## config.mk

```make
export PLATFORM = sky130hd
export DESIGN_NAME = encpc_top
export DESIGN_NICKNAME = d
export VERILOG_FILES = /design/src/encpc_pkg.sv /design/src/encpc_top.sv /design/src/encpc_sync_edge.sv
export SDC_FILE = /design/constraint.sdc
export NUM_CORES = 1
export LEC_CHECK = 0
export ABC_AREA = 1
export BUFFER_PORTS_ARGS = -buffer_cell sky130_fd_sc_hd__buf_2
export CORE_MARGIN = 1
export CORE_UTILIZATION = 30
export CTS_BUF_LIST = sky130_fd_sc_hd__clkbuf_16
export CTS_CLUSTER_SIZE = 10
export DETAILED_ROUTE_END_ITERATION = 8
export PLACE_DENSITY = 0.54
export SETUP_SLACK_MARGIN = 0.2
export SYNTH_ARGS = -nofsm -noshare
export SYNTH_HDL_FRONTEND = slang
export SYNTH_SLANG_ARGS = --single-unit
```

## constraint.sdc

```tcl
create_clock -name clk_sys -period 3.6 [get_ports clk_sys]
set_input_delay 0.18 -clock clk_sys [delete_from_list [all_inputs] [get_ports clk_sys]]
set_output_delay 0.18 -clock clk_sys [all_outputs]
set_load 0.05 [all_outputs]
```

## src/encpc_pkg.sv

```systemverilog
package encpc_pkg;

   // APB window and register offsets (byte addresses)
   localparam int unsigned ENCPC_AW = 8;
   localparam logic [ENCPC_AW-1:0] ENCPC_OFF_CTRL = 8'h00;
   localparam logic [ENCPC_AW-1:0] ENCPC_OFF_COUNT = 8'h04;
   localparam logic [ENCPC_AW-1:0] ENCPC_OFF_STATUS = 8'h08;
   localparam logic [ENCPC_AW-1:0] ENCPC_OFF_CMD = 8'h0c;

   // Command register bit positions (write only, self clearing)
   localparam int unsigned ENCPC_CMD_CLR_COUNT = 0;
   localparam int unsigned ENCPC_CMD_DEFAULTS = 1;
   localparam int unsigned ENCPC_CMD_CLR_WRAP = 2;

   // Counter wrap limits
   localparam logic [31:0] ENCPC_LIMIT_FULL = 32'hffff_ffff;
   localparam logic [31:0] ENCPC_LIMIT_COMPAT = 32'hfeff_ffff;
   localparam logic [31:0] ENCPC_LIMIT_HALF = 32'h7fff_ffff;
   localparam logic [31:0] ENCPC_COUNT_RST = 32'h0000_0000;

   // Counter steps per counted edge
   localparam logic [1:0] ENCPC_STEP_ONE = 2'h1;
   localparam logic [1:0] ENCPC_STEP_TWO = 2'h2;

   typedef enum logic [1:0] {
      ENCPC_WRAP_FULL = 2'h0,
      ENCPC_WRAP_COMPAT = 2'h1,
      ENCPC_WRAP_HALF = 2'h2
   } encpc_wrap_t;

   // Control register layout, bit 0 upward: act_follow, cascade_en,
   // enc_single, eval_single, invert, wrap_sel[1:0]; bits above read zero
   typedef struct packed {
      encpc_wrap_t wrap_sel;
      logic invert;
      logic eval_single;
      logic enc_single;
      logic cascade_en;
      logic act_follow;
   } encpc_ctrl_t;

   localparam int unsigned ENCPC_CTRL_W = 7;
   localparam encpc_ctrl_t ENCPC_CTRL_RST = 7'h00;

   typedef struct packed {
      logic psel;
      logic penable;
      logic pwrite;
      logic [31:0] paddr;
      logic [31:0] pwdata;
   } encpc_apb_req_t;

   typedef struct packed {
      logic [31:0] prdata;
      logic pready;
      logic pslverr;
   } encpc_apb_rsp_t;

   typedef struct packed {
      logic meta;
      logic sync;
      logic last;
   } encpc_sync_st_t;

endpackage

```

## src/encpc_top.sv

```systemverilog
// Overview of operation
// - With activation follow set, laser follows the synchronised activation input level.
// - With activation follow clear (reset default), laser stays on always.
// - Cascade output stays low unless cascade mode is enabled (reset default off).
// - Two-channel encoder direction comes from phase of B at each A edge.
// - Single-channel encoder counts up while B is low, down while high.
// - Single-channel with B open counts up; B must idle low.
// - One-edge mode adds one per A pulse, on its rising edge only.
// - Both-edge mode counts both A edges, two per pulse.
// - Invert option swaps up and down counting.
// - Passing the selected maximum wraps the counter to zero and continues.
// - Full 32-bit limit applies only with both-edge evaluation.
// - Legacy limit selectable only with both-edge evaluation.
// - Half-range limit applies only, and always, with one-edge evaluation.
// - Defaults are two-channel, both-edge, full limit.
`timescale 1ns/100ps
`default_nettype none

module encpc_top (
   // Clock and reset
   input wire logic clk_sys,
   input wire logic rst,
   // APB slave
   input wire encpc_pkg::encpc_apb_req_t apb_req,
   output encpc_pkg::encpc_apb_rsp_t apb_rsp,
   // Incremental input connector pins
   input wire logic enc_a,
   input wire logic enc_b,
   // Laser activation
   input wire logic activation_in,
   output logic laser_on,
   // Cascading trigger
   input wire logic meas_trig,
   output logic cascade_out,
   // Counter value towards the frame header logic
   output logic [31:0] enc_count
);
   import encpc_pkg::*;

   typedef struct packed {
      encpc_ctrl_t ctrl;
      logic [31:0] count;
      logic wrapped;
      logic dir_down;
      logic laser;
      logic cascade;
      logic [31:0] rdata;
   } encpc_state_t;

   encpc_state_t st_q;
   encpc_state_t st_d;

   logic a_lvl;
   logic a_rise;
   logic a_fall;
   logic b_lvl;
   logic act_lvl;

   // Pin synchronisers
   encpc_sync_edge u_sync_a (
      .clk_sys(clk_sys),
      .rst(rst),
      .pin(enc_a),
      .level(a_lvl),
      .rise(a_rise),
      .fall(a_fall)
   );

   encpc_sync_edge u_sync_b (
      .clk_sys(clk_sys),
      .rst(rst),
      .pin(enc_b),
      .level(b_lvl),
      .rise(),
      .fall()
   );

   encpc_sync_edge u_sync_act (
      .clk_sys(clk_sys),
      .rst(rst),
      .pin(activation_in),
      .level(act_lvl),
      .rise(),
      .fall()
   );

   // Effective wrap limit from the mode pair
   function automatic logic [31:0] eff_limit(input encpc_ctrl_t c);
      logic [31:0] lim;
      lim = ENCPC_LIMIT_FULL;
      if (c.eval_single) begin
         lim = ENCPC_LIMIT_HALF;
      end else if (c.wrap_sel == ENCPC_WRAP_COMPAT) begin
         lim = ENCPC_LIMIT_COMPAT;
      end else begin
         lim = ENCPC_LIMIT_FULL;
      end
      return lim;
   endfunction

   // Read-back of the control register, reserved bits zero
   function automatic logic [31:0] ctrl_word(input encpc_ctrl_t c);
      return {{(32 - ENCPC_CTRL_W){1'b0}}, c};
   endfunction

   // Decode and bus strobes
   logic [ENCPC_AW-1:0] addr;
   logic hit_ctrl;
   logic hit_count;
   logic hit_status;
   logic hit_cmd;
   logic mapped;
   logic setup;
   logic access;
   logic wr;

   assign addr = apb_req.paddr[ENCPC_AW-1:0];
   assign hit_ctrl = (apb_req.paddr[31:ENCPC_AW] == '0) && (addr == ENCPC_OFF_CTRL);
   assign hit_count = (apb_req.paddr[31:ENCPC_AW] == '0) && (addr == ENCPC_OFF_COUNT);
   assign hit_status = (apb_req.paddr[31:ENCPC_AW] == '0) && (addr == ENCPC_OFF_STATUS);
   assign hit_cmd = (apb_req.paddr[31:ENCPC_AW] == '0) && (addr == ENCPC_OFF_CMD);
   assign mapped = hit_ctrl | hit_count | hit_status | hit_cmd;
   assign setup = apb_req.psel & ~apb_req.penable;
   assign access = apb_req.psel & apb_req.penable;
   assign wr = access & apb_req.pwrite & mapped;

   // Counting event, direction and step
   logic cnt_evt;
   logic raw_down;
   logic cnt_down;
   logic [1:0] step;
   logic [31:0] limit;
   logic [32:0] sum_up;
   logic [32:0] sum_dn;
   logic [31:0] cnt_next;
   logic cnt_wrap;

   always_comb begin
      if (st_q.ctrl.eval_single) begin
         cnt_evt = a_rise;
         step = ENCPC_STEP_ONE;
      end else begin
         cnt_evt = a_rise | a_fall;
         // One per edge, so a whole pulse adds two
         step = ENCPC_STEP_ONE;
      end
   end

   always_comb begin
      if (st_q.ctrl.enc_single) begin
         // Open B reads low through the connector pull-down: count up
         raw_down = b_lvl;
      end else if (a_rise) begin
         // A leading B: B still low at the A rise when moving forward
         raw_down = b_lvl;
      end else begin
         raw_down = ~b_lvl;
      end
      cnt_down = raw_down ^ st_q.ctrl.invert;
   end

   // Wrap arithmetic, one bit wider so the limit plus one is exact
   always_comb begin
      limit = eff_limit(st_q.ctrl);
      sum_up = {1'b0, st_q.count} + {31'h0, step};
      sum_dn = {1'b0, limit} + 33'h0_0000_0001 + {1'b0, st_q.count} - {31'h0, step};
      cnt_wrap = 1'b0;
      if (cnt_down) begin
         if (st_q.count < {30'h0, step}) begin
            cnt_next = sum_dn[31:0];
            cnt_wrap = 1'b1;
         end else begin
            cnt_next = st_q.count - {30'h0, step};
         end
      end else begin
         if (sum_up > {1'b0, limit}) begin
            // Whatever passes the limit carries on from zero
            cnt_next = 32'(sum_up - {1'b0, limit} - 33'h0_0000_0001);
            cnt_wrap = 1'b1;
         end else begin
            cnt_next = sum_up[31:0];
         end
      end
   end

   // Next state
   always_comb begin
      st_d = st_q;

      // Encoder counter
      if (cnt_evt) begin
         st_d.count = cnt_next;
         st_d.dir_down = cnt_down;
      end

      // Control register write
      if (wr && hit_ctrl) begin
         st_d.ctrl = encpc_ctrl_t'(apb_req.pwdata[ENCPC_CTRL_W-1:0]);
      end

      // Commands; a clear beats a simultaneous count
      if (wr && hit_cmd) begin
         if (apb_req.pwdata[ENCPC_CMD_CLR_COUNT]) begin
            st_d.count = ENCPC_COUNT_RST;
         end
         if (apb_req.pwdata[ENCPC_CMD_CLR_WRAP]) begin
            st_d.wrapped = 1'b0;
         end
         if (apb_req.pwdata[ENCPC_CMD_DEFAULTS]) begin
            st_d.ctrl = ENCPC_CTRL_RST;
            st_d.count = ENCPC_COUNT_RST;
         end
      end

      // Sticky wrap flag: a wrap in the clearing cycle still sets it
      if (cnt_evt && cnt_wrap) begin
         st_d.wrapped = 1'b1;
      end

      // Laser gating
      if (st_q.ctrl.act_follow) begin
         st_d.laser = act_lvl;
      end else begin
         st_d.laser = 1'b1;
      end

      // Cascading trigger passes only in cascade mode
      st_d.cascade = st_q.ctrl.cascade_en & meas_trig;

      // Read data latched in the setup phase, shown in the access phase
      if (setup) begin
         if (hit_ctrl) begin
            st_d.rdata = ctrl_word(st_q.ctrl);
         end else if (hit_count) begin
            st_d.rdata = st_q.count;
         end else if (hit_status) begin
            st_d.rdata = {26'h0, st_q.wrapped, st_q.dir_down, b_lvl, a_lvl,
                          st_q.cascade, st_q.laser};
         end else begin
            st_d.rdata = 32'h0000_0000;
         end
      end
   end

   always_ff @(posedge clk_sys or posedge rst) begin
      if (rst) begin
         st_q.ctrl <= ENCPC_CTRL_RST;
         st_q.count <= ENCPC_COUNT_RST;
         st_q.wrapped <= 1'b0;
         st_q.dir_down <= 1'b0;
         st_q.laser <= 1'b1;
         st_q.cascade <= 1'b0;
         st_q.rdata <= 32'h0000_0000;
      end else begin
         st_q <= st_d;
      end
   end

   // Zero wait states: every access completes in its first access cycle
   always_comb begin
      apb_rsp.pready = 1'b1;
      apb_rsp.pslverr = access & ~mapped;
      apb_rsp.prdata = st_q.rdata;
   end

   assign laser_on = st_q.laser;
   assign cascade_out = st_q.cascade;
   assign enc_count = st_q.count;

endmodule

`default_nettype wire

```

## src/encpc_sync_edge.sv

```systemverilog
`timescale 1ns/100ps
`default_nettype none

module encpc_sync_edge (
   // Clock and reset
   input wire logic clk_sys,
   input wire logic rst,
   // Asynchronous pin
   input wire logic pin,
   // Synchronised level and one-cycle edge pulses
   output logic level,
   output logic rise,
   output logic fall
);
   import encpc_pkg::*;

   encpc_sync_st_t st_q;
   encpc_sync_st_t st_d;

   // The meta stage feeds only the sync stage
   always_comb begin
      st_d = st_q;
      st_d.meta = pin;
      st_d.sync = st_q.meta;
      st_d.last = st_q.sync;
   end

   always_ff @(posedge clk_sys or posedge rst) begin
      if (rst) begin
         st_q <= '0;
      end else begin
         st_q <= st_d;
      end
   end

   assign level = st_q.sync;
   assign rise = st_q.sync & ~st_q.last;
   assign fall = ~st_q.sync & st_q.last;

endmodule

`default_nettype wire

```

# ---- After elaboration in Yosys (flattened, before gate mapping)
# Cells that the tools add are included.
dict set report word_totals {
  ff_bits 82
  inputBits 73
  output_inout_bits 68
  elab_cells 84
}
dict set report op_classes {
  n_addsub 7
  n_lt_le_gt_ge 2
  n_eq_ne 4
  muxes 22
  bitwise 18
  reduce_logical 12
}
# operator n
set op_table {}
lappend op_table {{32-bit two-way mux} 8}
lappend op_table {{32-bit by 1-bit subtractor with 32-bit output (second input constant)} 3}
lappend op_table {{40-bit two-way mux} 1}
lappend op_table {{39-bit two-way mux} 1}
lappend op_table {{32-bit by 1-bit adder with 33-bit output (second input constant)} 1}
lappend op_table {{33-bit by 32-bit > comparator with 1-bit output} 1}
lappend op_table {{32-bit by 1-bit adder with 32-bit output (second input constant)} 1}
lappend op_table {{32-bit adder} 1}
lappend op_table {{32-bit by 1-bit less-than comparator with 1-bit output (second input constant)} 1}
lappend op_table {{32-bit subtractor} 1}
lappend op_table {{25-bit two-way mux} 1}
lappend op_table {{24-bit logical NOT} 1}
lappend op_table {{8-bit by 4-bit equality test with 1-bit output (second input constant)} 2}
lappend op_table {{1-bit two-way mux} 9}
lappend op_table {{1-bit AND} 8}
lappend op_table {{8-bit by 3-bit equality test with 1-bit output (second input constant)} 1}
lappend op_table {{8-bit logical NOT} 1}
lappend op_table {{1-bit logical AND} 7}
lappend op_table {{7-bit two-way mux} 1}
lappend op_table {{6-bit two-way mux} 1}
lappend op_table {{1-bit NOT} 5}
lappend op_table {{1-bit bitwise OR} 4}
lappend op_table {{2-bit nonzero test} 2}
lappend op_table {{2-bit by 1-bit equality test with 1-bit output (second input constant)} 1}
lappend op_table {{other kinds (2)} 2}

# ---- Logic depth before layout (Yosys ltp)
dict set report depth {
  ltp_word 13
  mapped_depth 24
  ltp_nobuf 24
}

# ---- Modules after synthesis
# Synthesis repeated with hierarchy kept, for this count alone.
dict set report hier_totals {
  cells_unflattened 1000
  hier_area_um2 6771.5
}
# module instances cells_per_inst area_each_um2
set modules_own_cells {}
lappend modules_own_cells {encpc_top 1 976 6490.0}
lappend modules_own_cells {encpc_sync_edge 3 8 93.8}

# ---- Least setup slack after synthesis
# OpenSTA, ideal clock, no wires.
dict set report synth_timing {
  kind {register to register}
  start {reg st_q, in the netlist enc_count[1]}
  end {reg st_q, in the netlist enc_count[31]}
  setup_time_ps 120
  t_arrival_ps 2754
  setup_slack_ps 726
  path_stages_with_launch 24
  n_path_buf 0
  period_less_slack_ps 2874
  path_cell_list {dfrtp_1 > ha_1 > nand2_1 > nor2_4 > nand3_2 > nor2_1 > nand2_1 > xor2_1 > ha_1 > nand2_1 > nor2_1 > nand3_1 > nor2_1 > nand3_1 > nor2_1 > nand2_1 > nor2_1 > nand3_2 > nand2_4 > nand2_4 > o21ai_1 > nand2_1 > nand2_1 > nor2_2}
}
# item line_no
set synth_lines {}
lappend synth_lines {{start: declaration} encpc_top.sv:50} ;# encpc_state_t st_q;
lappend synth_lines {{start signal: assignment} encpc_top.sv:255} ;# st_q <= st_d;

==> results.json <==
{
  "run_status": "complete, no violations",
  "cap_violations": 0,
  "final.setup.tns_ns": 0,
  "fin_nets": 1143,
  "syn_area_sq_mm": 0.00672,
  "synth_top_family_by_area": "simple AND/OR/NAND/NOR gates",
  "finalClockSkew_ns": 0.00901,
  "grt_pass1_vias": 6206,
  "gp_congestion": 0.927,
  "yosys.area_share.simple_pct": 36.0,
  "final_antenna_net_count": 0,
  "worst-setup-path-type": "register to register",
  "synth_xor_area_share_pct": 2.98,
  "clk_latency_ns": 0.36,
  "numCtsBuffers": 9,
  "syn_avg_cell_area_sq_um": 6.80,
  "synth-compound-area-share_pct": 13.5,
  "cts_buffer_depth": 2,
  "place_area_sq_mm": 0.00728,
  "ys_types": 51,
  "wl_met2_um": 10600,
  "clk_pin_slew_ns": 0.07,
  "worstHoldStart": "meas_trig",
  "drt-initial-drc-count": 582,
  "syn2layout_area_growth_pct": 14.7,
  "path_buf_inv": 3,
  "finalHoldViolCount": 0,
  "antenna_cells": 0,
  "seq_area_frac_synth_pct": 30.5,
  "period_minus_slack_ns": 3.17,
  "arrival_ns": 3.41,
  "slowest_stage": "dfrtp_1",
  "crit_family": "simple AND/OR/NAND/NOR gates",
  "power_density_mw_per_mm2": 508,
  "startpoint_type": "register",
  "synth_area_leaders": "dfrtp_1 (30%), nand2_1 (14%), buf_4 (7.8%), nor2_1 (6.3%), nand3_1 (5.7%)",
  "viasPerCell": 4.99,
  "setup_viol": 0,
  "vias": 6720,
  "r2r_start": "enc_count[1]$_DFF_PP0_",
  "wl_met1_um": 10800,
  "cts_sinks": 82,
  "drive_gt1_share_pct": 24.0,
  "yosysTopAreaCell": "dfrtp_1",
  "die_h_um": 152,
  "ios": 141,
  "start_util_pct": 30.7,
  "min-delay-path-class": "input port to register",
  "rrSetupSlack_ns": 0.43,
  "crit_path_end_kind": "register",
  "tightest_slew_ns": 1.01,
  "finalWirelength_um": 23100,
  "period_share_pct": 88.1,
  "cts_root_buf": "clkbuf_16",
  "antenna_found_initial": 0,
  "core_sq_mm": 0.0219,
  "htree_levels": 3,
  "yosys_warnings": 0,
  "grt_pass1_wl_um": 35300,
  "cp_cell_sequence": "buf_4 > nand3_1 > inv_2 > nand2_2 > nor2_8 > nand4_1 > xor2_2 > inv_1 > ha_1 > nand3_1 > nor3_2 > nand4_1 > nor2_4 > nand3_4 > nand2_4 > nand2_1 > o21ai_2 > nand2_1 > nand2_1 > nor2_2",
  "die_x_um": 152,
  "ys_top_cells_by_count": "nand2_1 (248), nor2_1 (112), inv_1 (93)",
  "path_common_cell": "nand2_1",
  "synthArstFlopShare_pct": 100,
  "synthAdderAreaFrac_pct": 1.49,
  "r2r-end": "enc_count[31]$_DFF_PP0_",
  "finalPower_mw": 3.92,
  "fin_area_sq_mm": 0.00771,
  "topRoutingLayerUsed": "met4",
  "synthesis.nets": 1069,
  "cts_tree": "yes",
  "utilization_pct": 35.2,
  "synth_edf_count": 0,
  "row_count": 54,
  "synth.most_common_cell": "nand2_1",
  "drt_pass1_iterations": 7,
  "crit_fanout": 5,
  "dieArea_sq_mm": 0.0230,
  "placement.io_buffers": 114,
  "drc_errors": 0,
  "overflow": 0,
  "min_to": "cascade_out$_DFF_PP0_",
  "slew_viol_final": 0,
  "reg2reg_depth": 20,
  "synth.top_cell.area_share_pct": 30.2,
  "synthMuxAreaShare_pct": 0.168,
  "grt_max_degree": 64,
  "wl_per_cell_um": 17.1,
  "max_stage_delay_ns": 0.41,
  "wl_met3_um": 1250,
  "required_ns": 3.84,
  "p_leak_nw": 3.70,
  "rsz0062_at_grt": "yes",
  "relSlewSlack_pct": 32.8,
  "grt_util_all_layers_pct": 20.4,
  "clock.fmax_mhz": 315,
  "min_path_cells": 3,
  "synth.ff_latch_count": 82,
  "synthesis.instances": 988,
  "ir_worst_vdd_mv": 0.247,
  "dp_hpwl_um": 17400,
  "ys.flop_type": "dfrtp_1"
}
[cell type report]
class	instances	area [sq um]
Clock buffer	9	225
Fill cell	2427	14200
Clock inverter	7	46.3
Tap cell	280	350
Timing Repair Buffer	159	918
Inverter	102	384
Multi-Input combinational cell	708	3720
Sequential cell	82	2060
[worst max path at each step]
stage	cells after the start	slack [ns]	to	startpoint
after floorplan	23	0.73	enc_count[31]$_DFF_PP0_	enc_count[1]$_DFF_PP0_
after global placement	23	0.30	enc_count[31]$_DFF_PP0_	enc_count[0]$_DFF_PP0_
after detailed placement	23	0.26	enc_count[31]$_DFF_PP0_	enc_count[0]$_DFF_PP0_
after CTS	23	0.23	enc_count[31]$_DFF_PP0_	enc_count[0]$_DFF_PP0_
after global routing	23	0.17	enc_count[30]$_DFF_PP0_	enc_count[1]$_DFF_PP0_
final	20	0.43	enc_count[31]$_DFF_PP0_	enc_count[1]$_DFF_PP0_
[registers in the layout (all words and copies together), names as in the netlist]
name	flops
apb_rsp	32
enc_count	32
st_q	9
cascade_out	1
laser_on	1
u_sync_a.level	1
u_sync_a.st_d	1
u_sync_a.st_q	1
u_sync_act.level	1
u_sync_act.st_d	1
u_sync_b.level	1
u_sync_b.st_d	1
[timing repair]
item	4_1_cts	5_1_grt
hold buffers	4	0
buffers inserted	0	5
gates resized for setup	0	20
endpoints found under the setup margin	0	9
endpoints found under the hold margin	36	0
[metrics by stage]
step / cells / setup WS, ns / hold WS [ns]
floorplan: 988 / 0.726 / 0.211
global placement: 1319 / 0.304 / 0.0312
detailed placement: 1319 / 0.258 / 0.0260
CTS: 1339 / 0.234 / 0.00200
global route: 1347 / 0.169 / 0.0156
finish: 1347 / 0.427 / 0.00508
[metal layers]
metal | vias to the layer above | GRT usage, %
met3 | 28 | 3.41
li1 | 3329 | -
met1 | 3154 | 28.0
met4 | 0 | 4.95
met2 | 209 | 33.1
met5 | - | 0
[layout by cell type (no fill, tap or decap), drive strengths merged, types with 21 or more instances in the layout]
| cell type | Yosys | final |
|---|---|---|
| xor2 | 21 | 21 |
| a21oi | 42 | 42 |
| dfrtp | 81 | 81 |
| nand2 | 265 | 267 |
| inv | 101 | 100 |
| nor2 | 136 | 136 |
| nand3 | 79 | 80 |
| o21ai | 42 | 42 |
| buf | 79 | 155 |
| o31ai | 26 | 26 |
[power by group]
| group | total [mW] | internal, mW | switching [mW] |
|---|---|---|---|
| Sequential | 1.17 | 1.02 | 0.152 |
| Combinational | 1.86 | 0.529 | 1.33 |
| Clock | 0.887 | 0.465 | 0.422 |
[worst min-delay path, stage by stage]
cell	delay, ns
buf_2	0.07
nand2_1	0.04
inv_1	0.04
[kinds of logic after synthesis]
kind of cell | count (synthesis)
flip-flops | 82
adder cells (fa/ha/maj) | 8
buffers and inverters | 201
other | 1
AO/OA/AOI/OAI | 145
XOR/XNOR | 22
multiplexers | 1
AND/OR/NAND/NOR | 528
(Power assumes the default switching activity.)
